--- src/design/lsc_pkg.sv ---
package lsc_pkg;

    // ----------------------------------------
    // register map
    // ----------------------------------------
    localparam int LSC_NUM_LDO = 2;
    localparam logic [7:0] LSC_CORE_ADDR = 8'h43;
    localparam logic [7:0] LSC_PANEL_ADDR = 8'h46;
    localparam logic [7:0] LSC_CORE_RESET = 8'h3c;
    localparam logic [7:0] LSC_PANEL_RESET = 8'h24;
    localparam logic [7:0] LSC_UNMAPPED_READ = 8'h00;

    // ----------------------------------------
    // field layout
    // ----------------------------------------
    localparam int LSC_STATE_LSB = 0;
    localparam int LSC_STATE_MSB = 2;
    localparam int LSC_TARGET_LSB = 3;
    localparam int LSC_TARGET_MSB = 5;
    localparam int LSC_FIELD_W = 3;
    localparam logic [1:0] LSC_RESERVED_READ = 2'h0;

    // ----------------------------------------
    // state codes
    // ----------------------------------------
    typedef enum logic [2:0] {
        LSC_CODE_OFF = 3'h4,
        LSC_CODE_LOWPWR = 3'h5,
        LSC_CODE_ACTIVE = 3'h6,
        LSC_CODE_ACTIVE_ALT = 3'h7
    } lsc_code_type;

    typedef struct packed {
        logic enable;
        logic lowPower;
        logic discharge;
    } lsc_drive_type;

    // codes 4..7 carry bit 2; 0..3 are reserved or no-copy
    function automatic logic lsc_is_valid_code(input logic [2:0] code);
        return code[2];
    endfunction

    function automatic lsc_drive_type lsc_decode(input logic [2:0] code);
        lsc_drive_type d;
        d.enable = code[2] && (code != LSC_CODE_OFF);
        d.lowPower = (code == LSC_CODE_LOWPWR);
        // reserved codes park the rail off and discharged, the safe side
        d.discharge = !d.enable;
        return d;
    endfunction

    function automatic logic [7:0] lsc_slot_addr(input int idx);
        return (idx == 0) ? LSC_CORE_ADDR : LSC_PANEL_ADDR;
    endfunction

    function automatic logic [7:0] lsc_slot_reset(input int idx);
        return (idx == 0) ? LSC_CORE_RESET : LSC_PANEL_RESET;
    endfunction

endpackage

--- src/design/lsc_ldo_slot.sv ---
`timescale 1ns/100ps
module lsc_ldo_slot #(
    parameter logic [7:0] RESET_VALUE = 8'h00
) (
    input wire logic mclk,
    input wire logic rst_n,
    input wire logic wrEn,
    input wire logic [7:0] wrData,
    input wire logic exitPulse,
    input wire logic ocFaultPin,
    input wire logic uvFaultPin,
    output logic [7:0] ctrlReg,
    output lsc_pkg::lsc_drive_type drive,
    output logic faultEvent
);

    // ----------------------------------------
    // control fields
    // ----------------------------------------
    logic [2:0] stateSel;
    logic [2:0] exitTarget;
    logic [2:0] next_stateSel;
    logic [2:0] next_exitTarget;
    logic copyHit;

    // stored target is used, so a write in the same cycle cannot race the copy
    assign copyHit = exitPulse && lsc_pkg::lsc_is_valid_code(exitTarget); // [RULE2] [RULE3]
    assign next_exitTarget = wrEn ?
        wrData[lsc_pkg::LSC_TARGET_MSB:lsc_pkg::LSC_TARGET_LSB] : exitTarget;
    assign next_stateSel = copyHit ? exitTarget : // [RULE2]
        (wrEn ? wrData[lsc_pkg::LSC_STATE_MSB:lsc_pkg::LSC_STATE_LSB] : stateSel); // [RULE1]
    assign ctrlReg = {lsc_pkg::LSC_RESERVED_READ, exitTarget, stateSel}; // [RULE10]

    always_ff @(posedge mclk)
    begin
        if (!rst_n)
        begin
            stateSel <= RESET_VALUE[lsc_pkg::LSC_STATE_MSB:lsc_pkg::LSC_STATE_LSB];
            exitTarget <= RESET_VALUE[lsc_pkg::LSC_TARGET_MSB:lsc_pkg::LSC_TARGET_LSB];
            drive <= lsc_pkg::lsc_decode(
                RESET_VALUE[lsc_pkg::LSC_STATE_MSB:lsc_pkg::LSC_STATE_LSB]);
        end
        else
        begin
            stateSel <= next_stateSel;
            exitTarget <= next_exitTarget;
            drive <= lsc_pkg::lsc_decode(next_stateSel); // [RULE1] [RULE9]
        end
    end

    // ----------------------------------------
    // output monitors
    // ----------------------------------------
    logic [1:0] ocSync;
    logic [1:0] uvSync;
    logic faultSeen;
    logic faultNow;

    assign faultNow = ocSync[1] || uvSync[1];

    always_ff @(posedge mclk)
    begin
        if (!rst_n)
        begin
            ocSync <= 2'h0;
            uvSync <= 2'h0;
            faultSeen <= 1'b0;
            faultEvent <= 1'b0;
        end
        else
        begin
            ocSync <= {ocSync[0], ocFaultPin};
            uvSync <= {uvSync[0], uvFaultPin};
            faultSeen <= faultNow;
            faultEvent <= faultNow && !faultSeen; // [RULE8]
        end
    end

endmodule

--- src/design/lsc_regs.sv ---
`timescale 1ns/100ps
// Notes on behaviour
// [RULE1] state code: 4 off, 5 low, 6/7 active
// [RULE2] exit pin copies target 4..7 into state
// [RULE3] target 0..3 leaves state untouched on exit
// [RULE4] controller programs exit targets after power-up
// [RULE5] core register 0x43, resets to 0x3c
// [RULE6] panel register 0x46, resets to 0x24
// [RULE7] each regulator has its own independent register
// [RULE8] over-current or under-voltage raises an event
// [RULE9] off state actively discharges the output
// [RULE10] bits 7:6 ignore writes, read zero
module lsc_regs (
    input wire logic mclk,
    input wire logic rst_n,
    input wire logic [7:0] regAddr,
    input wire logic regWrEn,
    input wire logic [7:0] regWrData,
    input wire logic regRdEn,
    output logic [7:0] regRdData,
    output logic regRdValid,
    input wire logic standbyExitPin,
    input wire logic [1:0] ocFaultPin,
    input wire logic [1:0] uvFaultPin,
    output lsc_pkg::lsc_drive_type [1:0] ldoDrive,
    output logic [1:0] faultEvent
);

    // ----------------------------------------
    // standby exit detect
    // ----------------------------------------
    logic [1:0] exitSync;
    logic exitLast;
    logic exitPulse;

    // only the rising edge copies; a held pin must not fight later writes
    assign exitPulse = exitSync[1] && !exitLast; // [RULE2]

    always_ff @(posedge mclk)
    begin
        if (!rst_n)
        begin
            exitSync <= 2'h0;
            exitLast <= 1'b0;
        end
        else
        begin
            exitSync <= {exitSync[0], standbyExitPin};
            exitLast <= exitSync[1];
        end
    end

    // ----------------------------------------
    // regulator slots
    // ----------------------------------------
    logic [7:0] ctrlReg [lsc_pkg::LSC_NUM_LDO];
    logic [lsc_pkg::LSC_NUM_LDO-1:0] addrHit;

    for (genvar i = 0; i < lsc_pkg::LSC_NUM_LDO; i++)
    begin : g_slot
        assign addrHit[i] = (regAddr == lsc_pkg::lsc_slot_addr(i)); // [RULE5] [RULE6] [RULE7]

        lsc_ldo_slot #(
            .RESET_VALUE(lsc_pkg::lsc_slot_reset(i)) // [RULE5] [RULE6]
        ) u_slot (
            .mclk(mclk),
            .rst_n(rst_n),
            .wrEn(regWrEn && addrHit[i]), // [RULE7]
            .wrData(regWrData),
            .exitPulse(exitPulse),
            .ocFaultPin(ocFaultPin[i]),
            .uvFaultPin(uvFaultPin[i]),
            .ctrlReg(ctrlReg[i]),
            .drive(ldoDrive[i]),
            .faultEvent(faultEvent[i])
        );
    end

    // ----------------------------------------
    // read path
    // ----------------------------------------
    logic [7:0] readValue;

    always_comb
    begin
        readValue = lsc_pkg::LSC_UNMAPPED_READ;
        for (int i = 0; i < lsc_pkg::LSC_NUM_LDO; i++)
        begin
            if (addrHit[i])
            begin
                readValue = ctrlReg[i];
            end
        end
    end

    always_ff @(posedge mclk)
    begin
        if (!rst_n)
        begin
            regRdData <= lsc_pkg::LSC_UNMAPPED_READ;
            regRdValid <= 1'b0;
        end
        else
        begin
            regRdValid <= regRdEn;
            if (regRdEn)
            begin
                regRdData <= readValue;
            end
        end
    end

endmodule

--- config.mk ---
export PLATFORM = sky130hd
export DESIGN_NAME = lsc_regs
export DESIGN_NICKNAME = d
export VERILOG_FILES = /design/src/design/lsc_pkg.sv /design/src/design/lsc_ldo_slot.sv /design/src/design/lsc_regs.sv
export SDC_FILE = /design/constraint.sdc
export NUM_CORES = 1
export LEC_CHECK = 0
export CAP_MARGIN = 5
export CORE_MARGIN = 2
export CORE_UTILIZATION = 42
export CTS_BUF_LIST = sky130_fd_sc_hd__clkbuf_4 sky130_fd_sc_hd__clkbuf_8 sky130_fd_sc_hd__clkbuf_16
export CTS_CLUSTER_SIZE = 30
export DETAILED_ROUTE_END_ITERATION = 8
export DONT_BUFFER_PORTS = 1
export PLACE_DENSITY = 0.67
export SYNTH_ARGS = -nofsm -noshare
export SYNTH_HDL_FRONTEND = slang
export SYNTH_SLANG_ARGS = --single-unit
--- constraint.sdc ---
create_clock -name mclk -period 2.1 [get_ports mclk]
set_input_delay 0.21 -clock mclk [delete_from_list [all_inputs] [get_ports mclk]]
set_output_delay 0.21 -clock mclk [all_outputs]
set_load 0.05 [all_outputs]
Word-level counts from Yosys, hierarchy flattened
Cells that the tools add are included.

storage, ports and cells
  register bits after elaboration = 42
  output and inout bits = 17
  word-level logic and storage cells = 50

cells by class
  equality and inequality tests = 6
  multiplexer cells = 6
  reductions and logical operators = 16

operators with widths
  operator                                                         count
  8-bit by 7-bit == test with 1-bit output, second input constant  2
  3-bit two-way mux                                                4
  1-bit logical AND                                                9
  8-bit two-way mux                                                1
  3-bit == test, second input constant                             2
  6-bit two-way mux                                                1
  3-bit inequality test, second input constant                     2
  1-bit logical NOT                                                5
  1-bit logical OR                                                 2

Logic depth before layout (Yosys ltp)
  depth in word-level cells = 7
  depth in mapped cells = 5
  depth with buffers taken out = 4

Cells and area by module
A second synthesis with hierarchy kept.

unflattened totals
  cell total of the unflattened synthesis = 139
  area, all modules = 1,642.8 um2

modules (own cells, without submodules)
  module                           instances  cells each  area each (um2)
  lsc_ldo_slot (g_slot[1].u_slot)  1          47          571.8
  lsc_ldo_slot (g_slot[0].u_slot)  1          47          566.8
  lsc_regs                         1          45          504.2

Least setup slack after synthesis
OpenSTA, ideal clock, no wires.

  path type = input-to-reg
  start = in regAddr[5]
  end = reg g_slot[0].u_slot.drive[2] (netlist bit)
  setup time = 0.115 ns
  arrival time = 1.471 ns
  required time = 1.985 ns
  slack = 0.514 ns
  stages on the path = 4
  buffers on the path = 0
  cell sequence = or4b_4 -> o31a_1 -> o31a_1 -> o21ba_1

between the ends
  cells in the longest elaborated chain, start to end = 6

RTL lines
  element                                     line                RTL
  start: declaration                          lsc_regs.sv:16      input wire logic [7:0] regAddr,
  8-bit by 7-bit == test with 1-bit output *  lsc_regs.sv:61      assign addrHit[i] = (regAddr == lsc_pkg::lsc_slot_addr(i));
  1-bit logical AND *                         lsc_regs.sv:68      .wrEn(regWrEn && addrHit[i]),
  3-bit two-way mux *                         lsc_ldo_slot.sv:31  (wrEn ? wrData[lsc_pkg::LSC_STATE_MSB:lsc_pkg::LSC_STATE_LSB] : stateSel);
  3-bit two-way mux *                         lsc_ldo_slot.sv:30  assign next_stateSel = copyHit ? exitTarget :
  3-bit inequality test                       lsc_pkg.sv:46       d.enable = code[2] && (code != LSC_CODE_OFF);
  1-bit logical AND *                         lsc_pkg.sv:46
  end signal: assignment                      lsc_ldo_slot.sv:40  drive <= lsc_pkg::lsc_decode(
  end signal: assignment                      lsc_ldo_slot.sv:47  drive <= lsc_pkg::lsc_decode(next_stateSel);
  end: declaration                            lsc_ldo_slot.sv:13  output lsc_pkg::lsc_drive_type drive,

Every way passes the cells marked *; elsewhere a longest branch is shown, timed or not.
A chain may end at the register's enable or synchronous reset.

Worst setup path after layout
Ends and elaborated chain as after synthesis.

==> impl_metrics.env <==
export IMPL_viasPerCell=5.328
export IMPL_finClkSkew_ns=0.009814
export IMPL_cpMaxStageDelayCell="nor4b_4"
export IMPL_whs_ns=0.04155
export IMPL_start_util_pct=43.18
export IMPL_hold_start="rst_n"
export IMPL_diodes=0
export IMPL_syn_avg_cell_area_sq_um=10.32
export IMPL_maxSlewViolCount=0
export IMPL_dr_pass1_iters=4
export IMPL_path_clk_slew_ns=0.08
export IMPL_grt_antenna_before_repair=0
export IMPL_fin_crit_ns=1.426
export IMPL_crit_fanout=9
export IMPL_synth_seq_cells=40
export IMPL_syn_inst=152
export IMPL_nets=177
export IMPL_path_class="in2reg"
export IMPL_rsz0062_at_grt="false"
export IMPL_dr_total_vias=1071
export IMPL_cts_resized=0
export IMPL_worstRegToRegCells=3
export IMPL_slowest_delay_ns=0.50
export IMPL_required_ns=2.28
export IMPL_tns_ns=0
export IMPL_cts_tree="built"
export IMPL_htreeDepth=2
export IMPL_ys_warn_count=0
export IMPL_worst_pin_slew_ns=0.5749
export IMPL_reg2reg_to="g_slot[0].u_slot.drive[2]"
export IMPL_power_density_mw_per_mm2=901.6
export IMPL_grt_max_degree=24
export IMPL_ys_flop_type="dfxtp_1"
export IMPL_cts_setup_buffers=0
export IMPL_clk_path_buf_depth=2
export IMPL_wl_per_cell_microns=14.65
export IMPL_cp_arrival_ns=1.61
export IMPL_peakVddDrop_mv=0.7519
export IMPL_io_pins=42
export IMPL_die_w_microns=65.12
export IMPL_end_kind="flip-flop"
export IMPL_insertion_delay_ns=0.29
export IMPL_grt_overflow_total=0
export IMPL_cts_buffers=5
export IMPL_drc_errors=0
export IMPL_ys_types=40
export IMPL_grt_pass1_vias=1071
export IMPL_rows=22
export IMPL_routed_wl_mm=2.945
export IMPL_synth_edf_count=0
export IMPL_holdPathStages=1
export IMPL_worst_slack_ns=0.6740
export IMPL_drive_gt1_share_pct=11.11
export IMPL_max_cap_viol_count=0
export IMPL_outcome="complete, no violations"
export IMPL_startpoint_type="input pin"
export IMPL_placed_area_sq_mm=0.001565
export IMPL_gp_congestion=0.8828
export IMPL_fp_dieH_microns=65.12
export IMPL_hold_path_class="in2reg"
export IMPL_leakage_nw=0.6529
export IMPL_pre_cts_slack_ns=0.3733
export IMPL_ant_nets=0
export IMPL_synth_area_sq_mm=0.001569
export IMPL_io_buffers=0
export IMPL_design_area_sq_mm=0.001687
export IMPL_area_growth_pct=7.496
export IMPL_grt_pass1_wl_mm=4.912
export IMPL_root_buffer="clkbuf_8"
export IMPL_setup_violations=0
export IMPL_ctsHoldBuffers=1
export IMPL_regToRegStartpoint="g_slot[0].u_slot.exitTarget[2]"
export IMPL_dp_hpwl_mm=2.161
export IMPL_core_area_sq_mm=0.003633
export IMPL_hold_viol_final=0
export IMPL_fin_crit_sh_pct=67.90
export IMPL_rrSetupSlack_ns=0.82
export IMPL_path_buf_inv=0
export IMPL_grt_use_total_pct=15.74
export IMPL_crit_path_cell_trace="nor4b_4 > nand3_2 > a211oi_1 > o21ba_1"
export IMPL_die_area_sq_mm=0.004241
export IMPL_ys_seq_area_share_pct=51.04
export IMPL_synthArstFlopShare_pct=0
export IMPL_initialDrtViolationCount=38
export IMPL_crit_family="simple AND/OR/NAND/NOR gates"
export IMPL_fmax_ghz=0.7013
export IMPL_clock_sinks=40
export IMPL_whs_endpoint="g_slot[1].u_slot.stateSel[1]"
export IMPL_slew_headroom_pct=61.15
layout by cell type (no fill, tap or decap), drive strengths merged, types with 6 or more instances in the layout:
master  instances
nor2            9
clkbuf          6
and2           20
a22oi           6
inv             8
dfxtp          40
nand2           6
mux2i           6
o22ai           6
flip-flops by register name, indices dropped and copies added, names as in the netlist:
signal	cells
g_slot.u_slot.uvSync	4
g_slot.u_slot.faultSeen	2
regRdData	6
g_slot.u_slot.exitTarget	6
g_slot.u_slot.stateSel	6
regRdValid	1
exitSync	2
exitLast	1
g_slot.u_slot.faultEvent	2
g_slot.u_slot.ocSync	4
g_slot.u_slot.drive	6
worst register-to-register path: stages (launching register included):
cell and delay, ns:
dfxtp_1 0.33, and3b_2 0.24, a211oi_1 0.40, o21ba_1 0.20
metrics by stage:
stage | util [%] | power [mW] | std cells
2_1_floorplan | - | 0.9284 | 153
3_3_place_gp | 43.08 | 0.9193 | 192
3_5_place_dp | 43.08 | 0.9221 | 192
4_1_cts | 46.42 | 1.537 | 201
5_1_grt | 46.42 | 1.579 | 201
6_report | 46.42 | 1.521 | 201
worst max-delay path by stage:
| stage | cells after the start | endpoint | start | slack, ns |
|---|---|---|---|---|
| finish | 4 | g_slot[0].u_slot.drive[2] | regAddr[5] | 0.67 |
| floorplan | 4 | g_slot[0].u_slot.drive[2] | regAddr[5] | 0.51 |
| detailed placement | 4 | g_slot[0].u_slot.drive[2] | regAddr[5] | 0.37 |
| CTS | 4 | g_slot[0].u_slot.drive[2] | regAddr[5] | 0.67 |
| global route | 4 | g_slot[0].u_slot.drive[2] | regAddr[5] | 0.50 |
| global placement | 4 | g_slot[0].u_slot.drive[2] | regAddr[5] | 0.41 |
where the power goes:
part / internal [mW] / switching [mW] / leakage, nW
clock network: 0.365 / 0.247 / 0.0586
logic: 0.0316 / 0.0387 / 0.267
registers: 0.786 / 0.0522 / 0.327
total: 1.18 / 0.338 / 0.653
synth_stat cells, drive strengths merged (2+ instances only):
library cell,instances,area (sq um)
dfxtp,40,800.8
and2,20,125.1
nor2,9,33.78
inv,8,30.03
a22oi,6,45.04
buf,6,62.56
mux2i,6,60.06
nand2,6,22.52
o22ai,6,37.54
clkbuf,5,20.01
nand4,4,25.02
o31ai,4,30.03
a31oi,3,18.77
a211oi,2,20.02
and3b,2,18.77
and4,2,17.52
nand3,2,15.01
nand3b,2,15.01
nor3,2,10.01
nor4bb,2,20.02
o21a,2,16.27
o31a,2,17.52
or4bb,2,22.52
layout make-up:
cell class	instances	area (sq um)
clock buffer	6	76.32
clock inverter	2	35.03
fill	363	1947
inverter	8	30.03
multi-input combinational	94	659.4
sequential	40	800.8
tap	48	60.06
timing repair buffer	3	25.02
metal layers:
metal	global-route usage (%)	up-vias	wire [microns]
li1	-	533	-
met2	25.13	33	1402
met5	0	-	0
met3	6.164	8	221
met4	9.896	0	76
met1	17.58	497	1245
cell families after synthesis:
logic type / Yosys count / share of synthesized area [%]
AND/OR/NAND/NOR: 56 / 23.60
flip-flops: 40 / 51.04
AO/OA/AOI/OAI: 30 / 14.12
buffers and inverters: 19 / 7.177
multiplexers: 6 / 3.828
other: 1 / 0.2390
No activity file was read; power rests on OpenSTA's default activity.
